File: src/pkg/src_pkg.sv
// src_pkg: shared constants for the stop and recovery control block.
// assumes a 32-bit apb register bus and a 12-bit error code input.
package src_pkg;
	// register byte offsets
	localparam logic [7:0] OFS_CMD      = 8'h00;
	localparam logic [7:0] OFS_CFG      = 8'h04;
	localparam logic [7:0] OFS_STATUS   = 8'h08;
	localparam logic [7:0] OFS_IRQ_STAT = 8'h0C;
	localparam logic [7:0] OFS_IRQ_MASK = 8'h10;

	// command register bits (write-one pulses)
	localparam int CMD_PAUSE     = 0;
	localparam int CMD_SERVO_OFF = 1;
	localparam int CMD_HOLD      = 2;
	localparam int CMD_CANCEL_PROGRAM = 3;
	localparam int CMD_STOP           = 4;
	localparam int CMD_ABORT_PROGRAM  = 5;
	localparam int CMD_DRV_REC   = 6;
	localparam int CMD_PAUSE_RST = 7;
	localparam int CMD_START     = 8;

	// configuration register fields
	localparam int CFG_P14_EN  = 0;
	localparam int CFG_P5_EN   = 1;
	localparam int CFG_P6_EN   = 2;
	localparam int CFG_EMG_LSB = 4;
	localparam int CFG_DMS_LSB = 6;
	localparam logic [7:0] CFG_RESET    = 8'h00;
	localparam logic [1:0] RECOVER_CONT = 2'h2;

	// status register field positions
	localparam int STS_ERR_LSB = 16;

	// interrupt bits
	localparam int IRQ_W        = 4;
	localparam int IRQ_DECEL    = 0;
	localparam int IRQ_CUT      = 1;
	localparam int IRQ_DRV_REC  = 2;
	localparam int IRQ_RESUMED  = 3;
	localparam logic [3:0] IRQ_MASK_RESET = 4'h0;

	// error codes taking the immediate servo-off path
	localparam int ERR_W = 12;
	localparam int IMM_N = 13;
	localparam logic [ERR_W*IMM_N-1:0] IMM_LIST = {
		12'h614, 12'h6BB, 12'h6BC, 12'hB05, 12'hB11, 12'hC6B, 12'hC99,
		12'hCA5, 12'hCC6, 12'hD0A, 12'hD10, 12'hD15, 12'hD17};
	localparam logic [ERR_W-1:0] SYSDOWN_LO = 12'hF00;
	localparam logic [ERR_W-1:0] SYSDOWN_HI = 12'hFBF;

	typedef enum logic [2:0] {
		ST_IDLE  = 3'b000,
		ST_RUN   = 3'b001,
		ST_DECEL = 3'b010,
		ST_HOLD  = 3'b011,
		ST_CUT   = 3'b100
	} src_state_t;
endpackage

File: src/verilog/src_stop_ctrl.sv
// src_stop_ctrl: stop method selection and recovery sequencing.
// assumes pins are synchronous-ish levels, an apb master and a motion
// engine that reports atRest and a hardware drive cutoff level.
//
// How it works
// - normal stop: decelerate along a profile while position control holds.
// - emergency-class stop: abort profile, servo off, cut motor power at once.
// - pause, servo-off, emergency stop and unlisted errors use controlled deceleration.
// - hold, cancel, stop and abort program commands decelerate to a stop.
// - the thirteen listed error codes take the immediate servo-off path.
// - system-down errors F00 through FBF also take immediate servo-off.
// - hardware cutoff during an emergency deceleration aborts the profile.
// - with port 14 selected, each rising edge requests drive-source recovery.
// - a host command requests drive-source recovery the same way.
// - with port 5 selected, each rising edge requests operation-pause reset.
// - emergency stop in automatic operation cleared with continue type: wait for pause reset, then resume.
// - deadman stop cleared with continue type: resume only on pause reset.
// - with port 6 selected, low pauses in automatic operation; after high again, pause reset resumes.
//
// Local design decisions: register access over APB and the placing of the registers.
`timescale 1ns/1ps
`default_nettype none
module src_stop_ctrl (
	// clock and reset
	input  wire logic                      clk_sys,
	input  wire logic                      rst_n,
	// apb slave
	input  wire logic                      psel,
	input  wire logic                      penable,
	input  wire logic                      pwrite,
	input  wire logic [7:0]                paddr,
	input  wire logic [31:0]               pwdata,
	output logic                           pready,
	output logic                           pslverr,
	output logic [31:0]                    prdata,
	// operator input ports and machine levels
	input  wire logic                      inPort14,
	input  wire logic                      inPort5,
	input  wire logic                      inPort6,
	input  wire logic                      emgStopIn,
	input  wire logic                      deadmanOk,
	input  wire logic                      autoMode,
	// motion engine and power stage
	input  wire logic                      atRest,
	input  wire logic                      hwCutoff,
	input  wire logic                      errValid,
	input  wire logic [src_pkg::ERR_W-1:0] errCode,
	// control outputs
	output logic                           decelActive,
	output logic                           servoOn,
	output logic                           drivePowerEn,
	output logic                           profileAbort,
	output logic                           opPaused,
	output logic                           opRunning,
	output logic                           irq
);
	src_pkg::src_state_t stateReg;
	src_pkg::src_state_t stateNext;

	logic [7:0]              cfgReg;
	logic [src_pkg::IRQ_W-1:0] irqStatReg;
	logic [src_pkg::IRQ_W-1:0] irqMaskReg;
	logic [src_pkg::ERR_W-1:0] lastErrReg;
	logic                    resumableReg;
	logic                    resumableNext;
	logic                    emgPrev;
	logic                    dmPrev;

	logic                    accWr;
	logic [8:0]              cmd;
	logic                    p14Rise;
	logic                    p5Rise;
	logic                    p6Lvl;
	logic                    errImm;
	logic                    errDec;
	logic                    drvRecReq;
	logic                    pauseRstReq;
	logic                    emgRise;
	logic                    dmFall;
	logic                    p6Fall;
	logic                    p6Prev;
	logic                    anyCause;
	logic                    decelEvt;
	logic                    contEvt;
	logic [src_pkg::IRQ_W-1:0] irqEvt;

	// pin synchronisers; unselected ports never raise a request
	src_edge_sync uSync14 (
		.clk_sys (clk_sys),
		.rst_n   (rst_n),
		.pinIn   (inPort14),
		.enable  (cfgReg[src_pkg::CFG_P14_EN]),
		.level   (),
		.rise    (p14Rise)
	);
	src_edge_sync uSync5 (
		.clk_sys (clk_sys),
		.rst_n   (rst_n),
		.pinIn   (inPort5),
		.enable  (cfgReg[src_pkg::CFG_P5_EN]),
		.level   (),
		.rise    (p5Rise)
	);
	src_edge_sync uSync6 (
		.clk_sys (clk_sys),
		.rst_n   (rst_n),
		.pinIn   (inPort6),
		.enable  (1'b0),
		.level   (p6Lvl),
		.rise    ()
	);

	// error sorting into the two stop methods
	src_err_class uErr (
		.clk_sys  (clk_sys),
		.rst_n    (rst_n),
		.errValid (errValid),
		.errCode  (errCode),
		.immStop  (errImm),
		.decStop  (errDec)
	);

	// apb write strobe at the completing access edge
	assign accWr = psel & penable & pready & pwrite;

	// host command pulses, one cycle each
	assign cmd = (accWr && paddr == src_pkg::OFS_CMD) ? pwdata[8:0] : 9'h000;

	// recovery requests from pins or host share one path
	assign drvRecReq = p14Rise | cmd[src_pkg::CMD_DRV_REC];
	assign pauseRstReq = p5Rise | cmd[src_pkg::CMD_PAUSE_RST];

	// edge history of the machine levels
	always_ff @(posedge clk_sys or negedge rst_n) begin
		if (!rst_n) begin
			emgPrev <= 1'b0;
			dmPrev <= 1'b1;
			p6Prev <= 1'b1;
		end else begin
			emgPrev <= emgStopIn;
			dmPrev <= deadmanOk;
			p6Prev <= p6Lvl;
		end
	end

	assign emgRise = emgStopIn & ~emgPrev;
	assign dmFall = autoMode & dmPrev & ~deadmanOk;
	assign p6Fall = cfgReg[src_pkg::CFG_P6_EN] & autoMode & p6Prev & ~p6Lvl;

	// any level that still holds the axis stopped
	assign anyCause = emgStopIn | (autoMode & ~deadmanOk)
		| (cfgReg[src_pkg::CFG_P6_EN] & ~p6Lvl);

	// everything that asks for a controlled deceleration
	assign decelEvt = cmd[src_pkg::CMD_PAUSE] | cmd[src_pkg::CMD_SERVO_OFF]
		| emgRise | errDec | dmFall | p6Fall
		| cmd[src_pkg::CMD_HOLD] | cmd[src_pkg::CMD_CANCEL_PROGRAM]
		| cmd[src_pkg::CMD_STOP] | cmd[src_pkg::CMD_ABORT_PROGRAM];

	// stops after which the interrupted operation may continue
	assign contEvt = (emgRise & autoMode
			& cfgReg[src_pkg::CFG_EMG_LSB +: 2] == src_pkg::RECOVER_CONT)
		| (dmFall & cfgReg[src_pkg::CFG_DMS_LSB +: 2] == src_pkg::RECOVER_CONT)
		| p6Fall
		| cmd[src_pkg::CMD_PAUSE] | cmd[src_pkg::CMD_HOLD];

	// next state and the continue decision
	always_comb begin
		stateNext = stateReg;
		resumableNext = resumableReg;
		if (decelEvt)
			resumableNext = contEvt & ~(errDec | cmd[src_pkg::CMD_CANCEL_PROGRAM]
				| cmd[src_pkg::CMD_STOP] | cmd[src_pkg::CMD_ABORT_PROGRAM]
				| cmd[src_pkg::CMD_SERVO_OFF]);
		if (errImm)
			resumableNext = 1'b0;
		case (stateReg)
			src_pkg::ST_IDLE: begin
				if (errImm)
					stateNext = src_pkg::ST_CUT;
				else if (cmd[src_pkg::CMD_START] && !anyCause)
					stateNext = src_pkg::ST_RUN;
			end
			src_pkg::ST_RUN: begin
				if (errImm)
					stateNext = src_pkg::ST_CUT;
				else if (decelEvt)
					stateNext = src_pkg::ST_DECEL;
			end
			src_pkg::ST_DECEL: begin
				if (errImm || hwCutoff)
					stateNext = src_pkg::ST_CUT;
				else if (atRest)
					stateNext = src_pkg::ST_HOLD;
			end
			src_pkg::ST_HOLD: begin
				if (errImm || hwCutoff)
					stateNext = src_pkg::ST_CUT;
				else if (!anyCause && !resumableReg)
					stateNext = src_pkg::ST_IDLE;
				else if (!anyCause && pauseRstReq)
					stateNext = src_pkg::ST_RUN;
			end
			src_pkg::ST_CUT: begin
				// drive comes back only on request with cutoff removed
				if (drvRecReq && !hwCutoff && !errImm)
					stateNext = src_pkg::ST_HOLD;
			end
			default: stateNext = src_pkg::ST_IDLE;
		endcase
	end

	// state and continue flag
	always_ff @(posedge clk_sys or negedge rst_n) begin
		if (!rst_n) begin
			stateReg <= src_pkg::ST_IDLE;
			resumableReg <= 1'b0;
		end else begin
			stateReg <= stateNext;
			resumableReg <= resumableNext;
		end
	end

	// outputs follow the next state so each is a plain flop
	always_ff @(posedge clk_sys or negedge rst_n) begin
		if (!rst_n) begin
			decelActive <= 1'b0;
			servoOn <= 1'b0;
			drivePowerEn <= 1'b0;
			profileAbort <= 1'b0;
			opPaused <= 1'b0;
			opRunning <= 1'b0;
		end else begin
			decelActive <= stateNext == src_pkg::ST_DECEL;
			servoOn <= stateNext != src_pkg::ST_CUT;
			drivePowerEn <= stateNext != src_pkg::ST_CUT;
			// profile dropped without decelerating on any entry to cut
			profileAbort <= stateNext == src_pkg::ST_CUT
				&& stateReg != src_pkg::ST_CUT;
			opPaused <= stateNext == src_pkg::ST_HOLD;
			opRunning <= stateNext == src_pkg::ST_RUN;
		end
	end

	// last reported error code, for software diagnosis
	always_ff @(posedge clk_sys or negedge rst_n) begin
		if (!rst_n)
			lastErrReg <= 12'h000;
		else if (errValid)
			lastErrReg <= errCode;
	end

	// configuration register
	always_ff @(posedge clk_sys or negedge rst_n) begin
		if (!rst_n)
			cfgReg <= src_pkg::CFG_RESET;
		else if (accWr && paddr == src_pkg::OFS_CFG)
			cfgReg <= pwdata[7:0];
	end

	// interrupt events from state transitions
	always_comb begin
		irqEvt = 4'h0;
		irqEvt[src_pkg::IRQ_DECEL] = stateNext == src_pkg::ST_DECEL
			&& stateReg != src_pkg::ST_DECEL;
		irqEvt[src_pkg::IRQ_CUT] = stateNext == src_pkg::ST_CUT
			&& stateReg != src_pkg::ST_CUT;
		irqEvt[src_pkg::IRQ_DRV_REC] = stateReg == src_pkg::ST_CUT
			&& stateNext == src_pkg::ST_HOLD;
		irqEvt[src_pkg::IRQ_RESUMED] = stateReg == src_pkg::ST_HOLD
			&& stateNext == src_pkg::ST_RUN;
	end

	// sticky status, write one to clear; a new event beats the clear
	always_ff @(posedge clk_sys or negedge rst_n) begin
		if (!rst_n)
			irqStatReg <= 4'h0;
		else if (accWr && paddr == src_pkg::OFS_IRQ_STAT)
			irqStatReg <= (irqStatReg & ~pwdata[3:0]) | irqEvt;
		else
			irqStatReg <= irqStatReg | irqEvt;
	end

	// interrupt mask
	always_ff @(posedge clk_sys or negedge rst_n) begin
		if (!rst_n)
			irqMaskReg <= src_pkg::IRQ_MASK_RESET;
		else if (accWr && paddr == src_pkg::OFS_IRQ_MASK)
			irqMaskReg <= pwdata[3:0];
	end

	// level interrupt, one cycle behind the status bits
	always_ff @(posedge clk_sys or negedge rst_n) begin
		if (!rst_n)
			irq <= 1'b0;
		else
			irq <= |(irqStatReg & irqMaskReg);
	end

	// apb: ready in the first access cycle, data captured at setup
	always_ff @(posedge clk_sys or negedge rst_n) begin
		if (!rst_n) begin
			pready <= 1'b0;
			pslverr <= 1'b0;
			prdata <= 32'h0000_0000;
		end else begin
			pready <= psel & ~penable;
			pslverr <= 1'b0;
			prdata <= 32'h0000_0000;
			if (psel && !penable) begin
				case (paddr)
					src_pkg::OFS_CMD: prdata <= 32'h0000_0000;
					src_pkg::OFS_CFG: prdata <= {24'h000000, cfgReg};
					src_pkg::OFS_STATUS: begin
						prdata[2:0] <= stateReg;
						prdata[3] <= resumableReg;
						prdata[4] <= servoOn;
						prdata[5] <= drivePowerEn;
						prdata[src_pkg::STS_ERR_LSB +: src_pkg::ERR_W] <= lastErrReg;
					end
					src_pkg::OFS_IRQ_STAT: prdata <= {28'h0000000, irqStatReg};
					src_pkg::OFS_IRQ_MASK: prdata <= {28'h0000000, irqMaskReg};
					default: pslverr <= 1'b1;
				endcase
			end
		end
	end
endmodule
`default_nettype wire

File: src/verilog/src_edge_sync.sv
// src_edge_sync: two-flop synchroniser with rising-edge pulse.
// assumes one system clock; the enable gates only the pulse.
`timescale 1ns/1ps
`default_nettype none
module src_edge_sync (
	// clock and reset
	input  wire logic clk_sys,
	input  wire logic rst_n,
	// pin side
	input  wire logic pinIn,
	input  wire logic enable,
	// outputs
	output logic      level,
	output logic      rise
);
	logic syncA;
	logic prevLvl;

	// first stage feeds only the second stage
	always_ff @(posedge clk_sys or negedge rst_n) begin
		if (!rst_n) begin
			syncA <= 1'b0;
			level <= 1'b0;
			prevLvl <= 1'b0;
		end else begin
			syncA <= pinIn;
			level <= syncA;
			prevLvl <= level;
		end
	end

	// one-cycle pulse on the on edge, masked when function not selected
	always_ff @(posedge clk_sys or negedge rst_n) begin
		if (!rst_n)
			rise <= 1'b0;
		else
			rise <= enable & level & ~prevLvl;
	end
endmodule
`default_nettype wire

File: src/verilog/src_err_class.sv
// src_err_class: sorts an incoming error code into a stop method.
// assumes errValid is a one-cycle pulse with errCode valid alongside.
`timescale 1ns/1ps
`default_nettype none
module src_err_class (
	// clock and reset
	input  wire logic                     clk_sys,
	input  wire logic                     rst_n,
	// error report
	input  wire logic                     errValid,
	input  wire logic [src_pkg::ERR_W-1:0] errCode,
	// classification, one cycle later
	output logic                          immStop,
	output logic                          decStop
);
	logic inList;

	// listed codes and the whole system-down range cut power at once
	always_comb begin
		inList = (errCode >= src_pkg::SYSDOWN_LO) && (errCode <= src_pkg::SYSDOWN_HI);
		for (int i = 0; i < src_pkg::IMM_N; i++) begin
			if (errCode == src_pkg::IMM_LIST[i*src_pkg::ERR_W +: src_pkg::ERR_W])
				inList = 1'b1;
		end
	end

	// register so the comparator tree stays off the state machine path
	always_ff @(posedge clk_sys or negedge rst_n) begin
		if (!rst_n) begin
			immStop <= 1'b0;
			decStop <= 1'b0;
		end else begin
			immStop <= errValid & inList;
			decStop <= errValid & ~inList;
		end
	end
endmodule
`default_nettype wire

File: config.mk
export PLATFORM = sky130hd
export DESIGN_NAME = src_stop_ctrl
export DESIGN_NICKNAME = d
export VERILOG_FILES = /design/src/pkg/src_pkg.sv /design/src/verilog/src_stop_ctrl.sv /design/src/verilog/src_edge_sync.sv /design/src/verilog/src_err_class.sv
export SDC_FILE = /design/constraint.sdc
export NUM_CORES = 1
export LEC_CHECK = 0
export BUFFER_PORTS_ARGS = -buffer_cell sky130_fd_sc_hd__buf_2
export CORE_MARGIN = 5
export CORE_UTILIZATION = 25
export DETAILED_ROUTE_END_ITERATION = 8
export SYNTH_ARGS = -nofsm -noshare
export SYNTH_HDL_FRONTEND = slang
export SYNTH_SLANG_ARGS = --single-unit
File: constraint.sdc
create_clock -name clk_sys -period 2.76 [get_ports clk_sys]
set_input_delay 0.138 -clock clk_sys [delete_from_list [all_inputs] [get_ports clk_sys]]
set_output_delay 0.138 -clock clk_sys [all_outputs]
set_load 0.03 [all_outputs]
======== Word level (Yosys, flattened, before mapping) ========
Index checks and enable logic that the tools add are counted.
cells by class
  equality and inequality tests ........... 30
  mux-type cells .......................... 34
  bitwise logic cells ..................... 56
  magnitude comparators ................... 2
  reductions and logical operators ........ 26
operators by type and width
  operator                                                                  count
  12-bit equality test (second input constant)                              10
  12-bit by 11-bit equality test with 1-bit output (second input constant)  3
  3-bit two-way mux                                                         10
  28-bit two-way mux                                                        1
  6-bit case mux with 4 select lines                                        1
  1-bit bitwise AND                                                         22
  1-bit bitwise OR                                                          21
  1-bit two-way mux                                                         17
  8-bit by 4-bit equality test with 1-bit output (second input constant)    2
  1-bit logical AND                                                         15
  3-bit case mux with 5 select lines                                        1
  3-bit by 2-bit equality test with 1-bit output (second input constant)    4
  12-bit >= comparator (second input constant)                              1
  12-bit less-or-equal comparator (second input constant)                   1
  12-bit two-way mux                                                        1
  9-bit two-way mux                                                         1
  4-bit bitwise AND                                                         2
  8-bit by 3-bit equality test with 1-bit output (second input constant)    1
  8-bit by 5-bit equality test with 1-bit output (second input constant)    1
  8-bit zero test                                                           1
  1-bit NOT                                                                 8
  4-bit bitwise OR                                                          2
  3-bit by 1-bit equality test with 1-bit output (second input constant)    2
  3-bit equality test (second input constant)                               2
  12 further kinds                                                          18
storage, ports and cells
  bits in registers ....................... 83
  word-level logic and storage cells ...... 178
  output and inout bits ................... 41
  bits of input ports ..................... 66

======== Logic depth before layout (Yosys ltp) ========
Gate-level depths: netlist (run 1).
  depth in word-level cells ............... 21
  depth in mapped cells ................... 6
  gate-level depth less buffers ........... 5

======== By module ========
From an unflattened synthesis (run 1), not the netlist that was laid out.
unflattened totals
  cell total of the unflattened synthesis .. 299
  area, all modules ....................... 3,515.9 µm²
by module, submodules not included
  module         times used  area an instance (µm²)  cells an instance  seq. area each (µm²)
  src_stop_ctrl  1           2,855.2                 244                1,579.0
  src_err_class  1           334.1                   40                 50.0
  src_edge_sync  3           108.9                   5                  100.1

======== Least setup slack after synthesis (run 1) ========
No wires, ideal clock.
  kind .................................... register -> register
  start point ............................. register pready
  end point ............................... register stateReg[1]
  path buffers ............................ 1
  library setup time ...................... 151 ps
  path slack .............................. 855 ps
  arrival ................................. 1,754 ps
  clock period less this slack ............ 1,905 ps
  stages on the path, launching flop included .. 7
  required time ........................... 2,609 ps
  path through ............................ dfrtp_1 > and4_1 > and3_1 > buf_2 > and4_1 > nor4_1 > o21ai_0
on the way
  cells in the longest elaborated chain, start to end .. 16
  elaborated cells between the ends (all ways) .. 28
  those cells by class .................... mux (10); bitwise (13); reduce/logical (5)
RTL lines
  what                                  RTL line              RTL
  start: declaration                    src_stop_ctrl.sv:33   output logic pready,
  start signal: assignment              src_stop_ctrl.sv:307  pready <= psel & ~penable;
  1-bit bitwise AND * (2 in a row)      src_stop_ctrl.sv:124  assign accWr = psel & penable & pready & pwrite;
  1-bit logical AND *                   src_stop_ctrl.sv:127  assign cmd = (accWr && paddr == src_pkg::OFS_CMD) ? pwdata[8:0] : 9'h000;
  9-bit two-way mux *                   src_stop_ctrl.sv:127
  1-bit bitwise OR                      src_stop_ctrl.sv:155  assign decelEvt = cmd[src_pkg::CMD_PAUSE] | cmd[src_pkg::CMD_SERVO_OFF]
  1-bit bitwise OR (4 in a row)         src_stop_ctrl.sv:156  | emgRise | errDec | dmFall | p6Fall
  1-bit bitwise OR (2 in a row)         src_stop_ctrl.sv:157  | cmd[src_pkg::CMD_HOLD] | cmd[src_pkg::CMD_CANCEL_PROGRAM]
  1-bit bitwise OR (2 in a row)         src_stop_ctrl.sv:158  | cmd[src_pkg::CMD_STOP] | cmd[src_pkg::CMD_ABORT_PROGRAM];
  3-bit two-way mux                     src_stop_ctrl.sv:187  else if (decelEvt)
  3-bit two-way mux                     src_stop_ctrl.sv:185  if (errImm)
  3-bit case mux with 5 select lines *  src_stop_ctrl.sv:177  case (stateReg)
  via stateNext[1]                      src_stop_ctrl.sv:58   src_pkg::src_state_t stateNext;
  end signal: assignment                src_stop_ctrl.sv:216  stateReg <= src_pkg::ST_IDLE;
  end signal: assignment                src_stop_ctrl.sv:219  stateReg <= stateNext;
  end: declaration                      src_stop_ctrl.sv:57   src_pkg::src_state_t stateReg;
The timed path passes the listed nets; every way through them passes the cells marked *.
A chain may end at the register's enable or synchronous reset.

======== Final worst setup path (run 1) ========
  start point ............................. input deadmanOk
  end point ............................... register stateReg[1]
on the way
  cells in the longest elaborated chain, start to end .. 11
  elaborated cells between the ends (all ways) .. 23
  those cells by class .................... mux (8); bitwise (11); reduce/logical (4)
RTL lines
  what                                  RTL line                                    RTL
  start: declaration                    src_stop_ctrl.sv:41                         input wire logic deadmanOk,
  1-bit NOT *                           src_stop_ctrl.sv:147, src_stop_ctrl.sv:151
  1-bit bitwise AND                     src_stop_ctrl.sv:147                        assign dmFall = autoMode & dmPrev & ~deadmanOk;
  1-bit bitwise OR (2 in a row)         src_stop_ctrl.sv:156
  1-bit bitwise OR (2 in a row)         src_stop_ctrl.sv:157
  1-bit bitwise OR (2 in a row)         src_stop_ctrl.sv:158
  3-bit two-way mux                     src_stop_ctrl.sv:187
  3-bit two-way mux                     src_stop_ctrl.sv:185
  3-bit case mux with 5 select lines *  src_stop_ctrl.sv:177
  via stateNext[1]                      src_stop_ctrl.sv:58
Marks and branches as above.

==> results_dict.tcl, run 1 <==
set metrics [dict create \
    start_util_pct 25.2 \
    drv_slew 0 \
    avgViaCountPerCell 4.49 \
    syn-cell-area_um2 3300 \
    setup.worst_path.class "input pin to flip-flop" \
    antenna_found_initial 1 \
    worst_setup_path_end_kind "flip-flop" \
    rows 42 \
    cts_made_buffers 9 \
    min_from "pwdata[5]" \
    h-tree-depth 3 \
    dp_worst_setup_slack_ps 660 \
    clock_sinks 75 \
    drv_cap 0 \
    path_clk_slew_ps 60 \
    period_share_pct 75.6 \
    area_growth_pct 27.3 \
    first_pass_iters 5 \
    io_pins 107 \
    gp_congestion 0.818 \
    grt_use_total_pct 10.8 \
    async_flop_share_pct 100 \
    finClkSkew_ps 4.53 \
    tns_ps 0 \
    cp_data_arrival_time_ps 2260 \
    crit_slowest_cell "a221oi_1" \
    insertedDiodeCount 0 \
    fill_cells 1314 \
    rsz0062_at_grt "false" \
    dieArea_um2 15600 \
    num_vias 2431 \
    hold_buffers 6 \
    syn_inst 280 \
    finalHoldViolations 0 \
    drc 0 \
    worstSetupStartpointType "input pin" \
    worstPathMaxFanout 4 \
    portBuffers 71 \
    cts_resized 0 \
    wl_per_cell_um 15.2 \
    worstSetupStartpoint "deadmanOk" \
    holdPathStages 2 \
    ys_types 51 \
    grt_pass1_wl_um 13200 \
    clock_latency_ps 330 \
    synth_enable_flop_cells 0 \
    drive_gt1_share_pct 33.4 \
    hp-class "input pin to flip-flop" \
    tightest_slew_ps 931 \
    core_area_um2 13100 \
    die_h_um 125 \
    finalSetupViolations 0 \
    power.leakage_uw 0.00207 \
    peakVddDrop_mv 0.271 \
    p_per_area_nw_per_um2 646 \
    finalWorstSetupSlack_ps 673 \
    postRouteWirelength_um 8210 \
    reg2reg_from "pready" \
    holdPathEnd "cfgReg[5]" \
    cts_setup_buffers 0 \
    ff2ff_setup_slack_ps 710 \
    root_buffer "clkbuf_16" \
    die_w_um 125 \
    synth_flop_cell "dfrtp_1" \
    reg2reg_to "stateReg[1]" \
    grt_max_degree 76 \
    max_freq_mhz 479 \
    critPathMaxStageDelay_ps 580 \
    overflow 0 \
    cts_tree "built" \
    maxSlewHeadroom_pct 37.9 \
    dp_hpwl_um 6080 \
    status "completed" \
    grt_pass1_vias 2460 \
    avgSynthCellArea_um2 11.8 \
    nNetsFinal 426 \
    synth_seq_area_share_pct 57.0 \
    clock_path_buffers 2 \
    cp_cell_sequence "dlygate4sd3_1 -> buf_2 -> inv_1 -> a221oi_1 -> a21oi_1 -> nor4_1 -> o21ai_0" \
    drtAntennaViolNets 0 \
    synth_warnings 0 \
    cp_data_required_time_ps 2930 \
    ys_ff_latch 75 \
    final.min_clock_period_ps 2090 \
    drtIter0Drc 252 \
    reg2reg_depth 5 \
    finalPower_uw 2710 \
]
==> critical path: cells and delay by family <==
family	cells	cell delay, ps
AND/OR/NAND/NOR	1	530
buffers and inverters	3	690
AO/OA/AOI/OAI	3	890
==> sequential cells by signal, summed over array words and instances, names as in the netlist, 3 cells and up <==
register / cells
prdata: 20
lastErrReg: 12
cfgReg: 8
irqMaskReg: 4
irqStatReg: 4
stateReg: 3
==> metrics by stage <==
step	instances	cell area (um^2)	util, %	hold WS [ps]
2_1_floorplan	291	3340	-	-158
3_3_place_gp	519	3810	29.1	249
3_5_place_dp	519	3810	29.1	248
4_1_cts	541	4200	32.1	57.4
5_1_grt	541	4200	32.1	65.0
6_report	541	4200	32.1	69.9
==> layout by cell type (no fill, tap or decap), drive strengths merged, types with 8 or more instances in the layout <==
master and count:
and3 17, inv 8, nand2 25, a21oi 13
dfrtp 73, mux2 24, nor2 10, conb 12
buf 75, clkbuf 10
==> Yosys cell counts (4+ instances only) <==
cell / n / area share [%]
nor2_1: 10 / 1.1
nor3_1: 4 / 0.61
nor4bb_1: 5 / 1.5
a222oi_1: 4 / 1.2
nor2b_1: 6 / 1.1
dfrtp_1: 73 / 55
nor4_1: 4 / 0.76
clkbuf_1: 8 / 0.91
and3_1: 17 / 3.2
inv_1: 8 / 0.91
buf_4: 13 / 3.0
and3b_1: 6 / 1.6
and2_1: 4 / 0.76
a21oi_1: 13 / 2.0
mux2_2: 24 / 8.2
nand2_1: 25 / 2.8
==> cells by family after synthesis <==
| logic type | share of synthesized area (%) |
|---|---|
| other | 0.114 |
| buffers and inverters | 5.08 |
| AOI/OAI and AO/OA | 10.4 |
| and+or+nand+nor | 19.0 |
| xor gates and xnor gates | 0.266 |
| muxes | 8.19 |
| DFF | 57.0 |
==> how the worst max path moves through the flow <==
stage,slack [ps],cells past startpoint,to
after floorplan,850,6,stateReg[1]
after global placement,680,6,decelActive
after detailed placement,660,6,decelActive
after CTS,680,5,stateReg[1]
after global routing,360,7,stateReg[1]
final,670,7,stateReg[1]
==> power breakdown <==
part	internal, uW	switching [uW]	total, uW
logic	92.5	169	262
registers	1150	36.5	1190
clock network	815	450	1270
==> metal layers <==
| layer | routed length, um | up-vias | track usage (%) |
|---|---|---|---|
| met4 | 122 | 2 | 4.27 |
| met3 | 535 | 11 | 3.99 |
| met2 | 3910 | 82 | 16.5 |
| met5 | 13 | - | 0 |
| met1 | 3630 | 1177 | 13.9 |
| li1 | - | 1159 | - |
==> area by class of cell <==
class	instances	area, um^2	area share, %
Sequential cell	75	1880	44.8
Timing Repair Buffer	81	448	10.7
Inverter	8	30.0	0.715
Tap cell	176	220	5.24
Clock buffer	10	239	5.69
Clock inverter	6	88.8	2.12
Multi-Input combinational cell	185	1290	30.8
Note: power is estimated with default switching activity, not from simulation.
==> inputs of run 2 (changes only) <==
==> constraint.sdc (replaced) <==
create_clock -name clk_sys -period 2 [get_ports clk_sys]
set_input_delay 0.1 -clock clk_sys [delete_from_list [all_inputs] [get_ports clk_sys]]
set_output_delay 0.1 -clock clk_sys [all_outputs]
set_load 0.03 [all_outputs]
==> run 2 against run 1 <==
Wire length is 1.4% lower. Sequential share of layout area decreased by 0.84 points. Combinational power up 42%. Clock skew barely moved. Non-clock buffer count is 11 higher. Highest routed layer unchanged.
==> results_dict.tcl, run 2 (synthesis gave the netlist of run 1 again) <==
set metrics [dict create \
    io_pins 107 \
    worst_setup_path_end_kind "flip-flop" \
    holdPathStages 2 \
    finalWorstSetupSlack_ps 157 \
    status "completed" \
    cp_data_required_time_ps 2210 \
    reg2reg_depth 7 \
    worstSetupStartpointType "flip-flop" \
    finalHoldViolations 0 \
    postRouteWirelength_um 8100 \
    drive_gt1_share_pct 35.4 \
    power.share.clock_pct 45.3 \
    cts_tree "built" \
    worstPathMaxFanout 6 \
    drtAntennaViolNets 0 \
    dp_worst_setup_slack_ps 21.3 \
    nNetsFinal 437 \
    grt_max_degree 49 \
    layout_commonest_cell "dfrtp_1" \
    clock_latency_ps 330 \
    gp_congestion 0.833 \
    peakVddDrop_mv 0.377 \
    tns_ps 0 \
    final.min_clock_period_ps 1840 \
    drv_cap 0 \
    largest_reg_flops 20 \
    min_from "penable" \
    antenna_found_initial 2 \
    die_w_um 125 \
    reg_top3 "prdata (20), lastErrReg (12), cfgReg (8)" \
    finalSetupViolations 0 \
    p_per_area_nw_per_um2 860 \
    clock_path_buffers 2 \
    finClkSkew_ps 4.83 \
    num_vias 2561 \
    hp-class "input pin to flip-flop" \
    overflow 0 \
    clock_sinks 75 \
    reg2reg_from "pready" \
    rsz0062_at_grt "false" \
    insertedDiodeCount 0 \
    grt_pass1_wl_um 13200 \
    critPathBufInv 2 \
    final_cell_mix "73 x dfrtp_1, 70 x buf_2, 25 x nand2_1" \
    h-tree-depth 3 \
    combPwrFrac_pct 10.1 \
    area_growth_pct 29.7 \
    drc 0 \
    drtIter0Drc 322 \
    dp_hpwl_um 6220 \
    grt_use_total_pct 10.7 \
    tightest_slew_ps 510 \
    p_sw_uw 916 \
    power.leakage_uw 0.00213 \
    critPathMaxStageDelay_ps 380 \
    core_area_um2 13100 \
    maxSlewHeadroom_pct 65.7 \
    cp_cell_sequence "and4_1 -> and3_1 -> buf_4 -> and4_1 -> nor4_1 -> buf_4 -> o21ai_0" \
    cts_setup_buffers 0 \
    grt_pass1_vias 2482 \
    p_sw_share_pct 24.9 \
    cp_top_family "simple AND/OR/NAND/NOR gates" \
    max_freq_mhz 543 \
    first_pass_iters 4 \
    die_h_um 125 \
    rows 42 \
    drv_slew 0 \
    period_share_pct 92.1 \
    portBuffers 71 \
    seqPwrFrac_pct 44.6 \
    path_clk_slew_ps 60 \
    avgViaCountPerCell 4.64 \
    root_buffer "clkbuf_16" \
    wl_per_cell_um 14.7 \
    cts_made_buffers 9 \
    worst-path-stages 7 \
    reg2reg_to "stateReg[1]" \
    crit_slowest_cell "dfrtp_1" \
    intPower_uw 2760 \
    cp_data_arrival_time_ps 2060 \
    dieArea_um2 15600 \
    start_util_pct 25.2 \
    top_register "prdata" \
    ff2ff_setup_slack_ps 160 \
    holdPathEnd "pready" \
    fill_cells 1332 \
    setup.worst_path.class "flip-flop to flip-flop" \
]
==> run 2: changes by cell type in the layout (fill, tap and decap cells not counted), sizes merged <==
| cell | previous run | this run |
|---|---|---|
| inv | 8 | 9 |
| clkinvlp | 2 | 1 |
| buf | 75 | 86 |
| bufinv | 2 | 1 |
| clkbuf | 10 | 11 |
==> run 2: routing by layer <==
metal,GRT usage [%],vias to the layer above,wire [um]
met1,12.8,1277,3440
met4,4.46,4,123
li1,-,1189,-
met2,17.0,80,3860
met3,4.20,11,643
met5,0,-,25
==> run 2: power groups by stage <==
stage / sequential (uW) / clock [uW] / combinational (uW)
after floorplan: 1670 / 0 / 207
after global placement: 1660 / 0 / 362
after detailed placement: 1670 / 0 / 368
after CTS: 1640 / 1710 / 377
after global routing: 1650 / 1790 / 409
final: 1640 / 1670 / 373
==> run 2: cell type report <==
cell class                 count  area, um^2  area share (%)
multi-input combinational    185        1290            30.2
timing repair buffer          92         543            12.7
tap                          176         220            5.15
clock buffer                  11         253            5.91
sequential                    75        1880            43.9
inverter                       8        30.0           0.702
clock inverter                 5        60.1            1.40
==> run 2: through the flow <==
step | util [%] | total power, uW | instances | area (um^2) | hold slack (ps)
after detailed placement | 29.9 | 2040 | 530 | 3910 | 53.4
final | 32.7 | 3680 | 552 | 4280 | 11.6
after global routing | 32.7 | 3850 | 552 | 4280 | 27.0
after floorplan | - | 1880 | 291 | 3340 | -196
after global placement | 29.9 | 2030 | 530 | 3910 | 47.5
after CTS | 32.7 | 3730 | 552 | 4280 | 11.4
==> run 2: timing repair <==
action | 4_1_cts | 5_1_grt
endpoints found under the hold margin | 31 | 0
hold buffers | 6 | 0
resized for setup | 0 | 0
==> run 2: worst max path at each step <==
stage,slack (ps),end,start
floorplan,90,stateReg[1],pready
finish,160,stateReg[1],pready
detailed placement,20,opRunning,pwdata[1]
global route,20,stateReg[1],pready
CTS,140,stateReg[1],pready
global placement,30,opRunning,pwdata[1]
==> inputs of run 3 (changes only) <==
--- a/config.mk
+++ b/config.mk
@@ -11,4 +11,6 @@
 export DETAILED_ROUTE_END_ITERATION = 8
 export SYNTH_ARGS = -nofsm -noshare
 export SYNTH_HDL_FRONTEND = slang
+export SYNTH_HIERARCHICAL = 1
 export SYNTH_SLANG_ARGS = --single-unit
+export TNS_END_PERCENT = 50
==> run 3 against run 2 <==
Cell count up 3.4%. Global-route usage increased by 0.47 points. Worst hold slack better by 3.2 ps. First-iteration DRC count is 66% lower. Utilization fell by 0.49 points. Non-clock buffer count down 4. Critical endpoint is now decelActive. Largest power group unchanged.
==> results_dict.tcl, run 3 <==
set metrics [dict create \
    nNetsFinal 451 \
    drtIter0Drc 108 \
    fin_hold_ws_ps 14.8 \
    die_w_um 128 \
    largest_reg_flops 20 \
    rows 43 \
    final.min_clock_period_ps 1780 \
    combPwrFrac_pct 11.8 \
    tns_ps 0 \
    crit_slowest_cell "dfstp_2" \
    drv_slew 0 \
    area_growth_pct 27.8 \
    finalSetupViolations 0 \
    grt_util_met1_pct 13.7 \
    clock_path_buffers 2 \
    dp_worst_setup_slack_ps 203 \
    cts_resized 0 \
    syn_inst 296 \
    finalHoldViolations 0 \
    cts_made_buffers 9 \
    gp_congestion 0.830 \
    post-route-cell-area_um2 4420 \
    avgViaCountPerCell 4.52 \
    core_area_um2 13700 \
    root_buffer "clkbuf_16" \
    instances_no_fill 571 \
    overflow 0 \
    cp_data_arrival_time_ps 2030 \
    p_sw_share_pct 24.4 \
    finalWorstSetupSlack_ps 216 \
    cp_top_family "simple AND/OR/NAND/NOR gates" \
    postRouteWirelength_um 8450 \
    placed_cells_incl_taps 548 \
    met3_usage_pct 4.81 \
    avgSynthCellArea_um2 11.7 \
    maxSlewHeadroom_pct 63.4 \
    busiest_layer "met2" \
    status "completed" \
    p_sw_uw 929 \
    reg_top3 "prdata (20), lastErrReg (12), cfgReg (8)" \
    cp_data_required_time_ps 2240 \
    portBuffers 71 \
    final_cell_mix "73 x dfrtp_1, 70 x buf_2, 18 x nand2_1, 18 x mux2_1, 14 x and2_1" \
    drtAntennaViolNets 0 \
    synth_warnings 6 \
    power.share.clock_pct 45.1 \
    hp-class "input pin to flip-flop" \
    wl_per_cell_um 14.8 \
    critPathBufInv 1 \
    drive_gt1_share_pct 28.7 \
    io_pins 107 \
    grt_pass1_vias 2768 \
    top_register "prdata" \
    seqPwrFrac_pct 43.1 \
    power.leakage_uw 0.00210 \
    antenna_found_initial 2 \
    grt_use_total_pct 11.1 \
    period_share_pct 89.2 \
    worstPathMaxFanout 4 \
    h-tree-depth 3 \
    worst_setup_path_end_kind "flip-flop" \
    dieArea_um2 16300 \
    start_util_pct 25.2 \
    intPower_uw 2880 \
    die_h_um 128 \
    clock_latency_ps 330 \
    setup.worst_path.class "flip-flop to flip-flop" \
    gr-usage-met2_pct 17.5 \
    max_freq_mhz 561 \
    drv_cap 0 \
    post_dp_cell_area_um2 4040 \
    first_pass_iters 4 \
    num_vias 2582 \
    drc 0 \
    critPathMaxStageDelay_ps 510 \
    cts_tree "built" \
    grt_max_degree 42 \
    grt_pass1_wl_um 14200 \
    syn-cell-area_um2 3460 \
    tightest_slew_ps 549 \
    cp_cell_sequence "and4b_1 -> nor4_1 -> buf_4 -> and2b_1 -> a211oi_2 -> nor4b_4" \
    peakVddDrop_mv 0.468 \
    p_per_area_nw_per_um2 861 \
    clock_sinks 75 \
    rsz0062_at_grt "false" \
    worstSetupStartpointType "flip-flop" \
    dp_hpwl_um 6560 \
    finClkSkew_ps 6.25 \
    layout_commonest_cell "dfrtp_1" \
    path_clk_slew_ps 60 \
]
==> run 3: timing repair <==
item                                   in CTS  in global routing
endpoints found under the hold margin      43                  0
setup buffers                               0                  0
hold buffers                                6                  0
setup endpoints to repair                   0                  0
==> run 3: worst paths after layout <==
path | from | end | slack [ps] | cells past startpoint
worst max-delay path | p6Prev | decelActive | 220 | 6
worst min-delay path | pwdata[4] | cfgReg[4] | 10 | 2
worst max register to register | p6Prev | decelActive | 220 | 6
worst min register to register | uSync14/syncA | uSync14/level | 350 | 0
max in group asynchronous | rst_n | prdata[24] | 1130 | 3
min in group asynchronous | rst_n | uSync5/level | 300 | 2
==> run 3: power groups by stage <==
stage | logic, uW | registers (uW) | clock network (uW)
finish | 450 | 1640 | 1720
global route | 500 | 1650 | 1850
CTS | 458 | 1640 | 1780
detailed placement | 446 | 1670 | 0
global placement | 432 | 1670 | 0
floorplan | 272 | 1670 | 0
==> run 3: layout make-up <==
class                      instances  area, um^2
fill                            1415        9300
sequential                        75        1880
multi-input combinational        200        1440
timing repair buffer              88         513
clock buffer                      11         243
tap                              180         225
clock inverter                     5        77.6
inverter                          11        41.3
antenna                            1        2.50
==> run 3: layer usage <==
| layer | wire, um | part of all wire (%) |
|---|---|---|
| met5 | 7 | 0.083 |
| met4 | 149 | 1.8 |
| met3 | 706 | 8.4 |
| met2 | 4010 | 47 |
| met1 | 3580 | 42 |
==> run 3: per-stage QoR <==
| stage | power [uW] | utilization, % |
|---|---|---|
| global placement | 2100 | 29.4 |
| global route | 4000 | 32.2 |
| CTS | 3880 | 32.2 |
| finish | 3810 | 32.2 |
| floorplan | 1940 | - |
| detailed placement | 2120 | 29.4 |
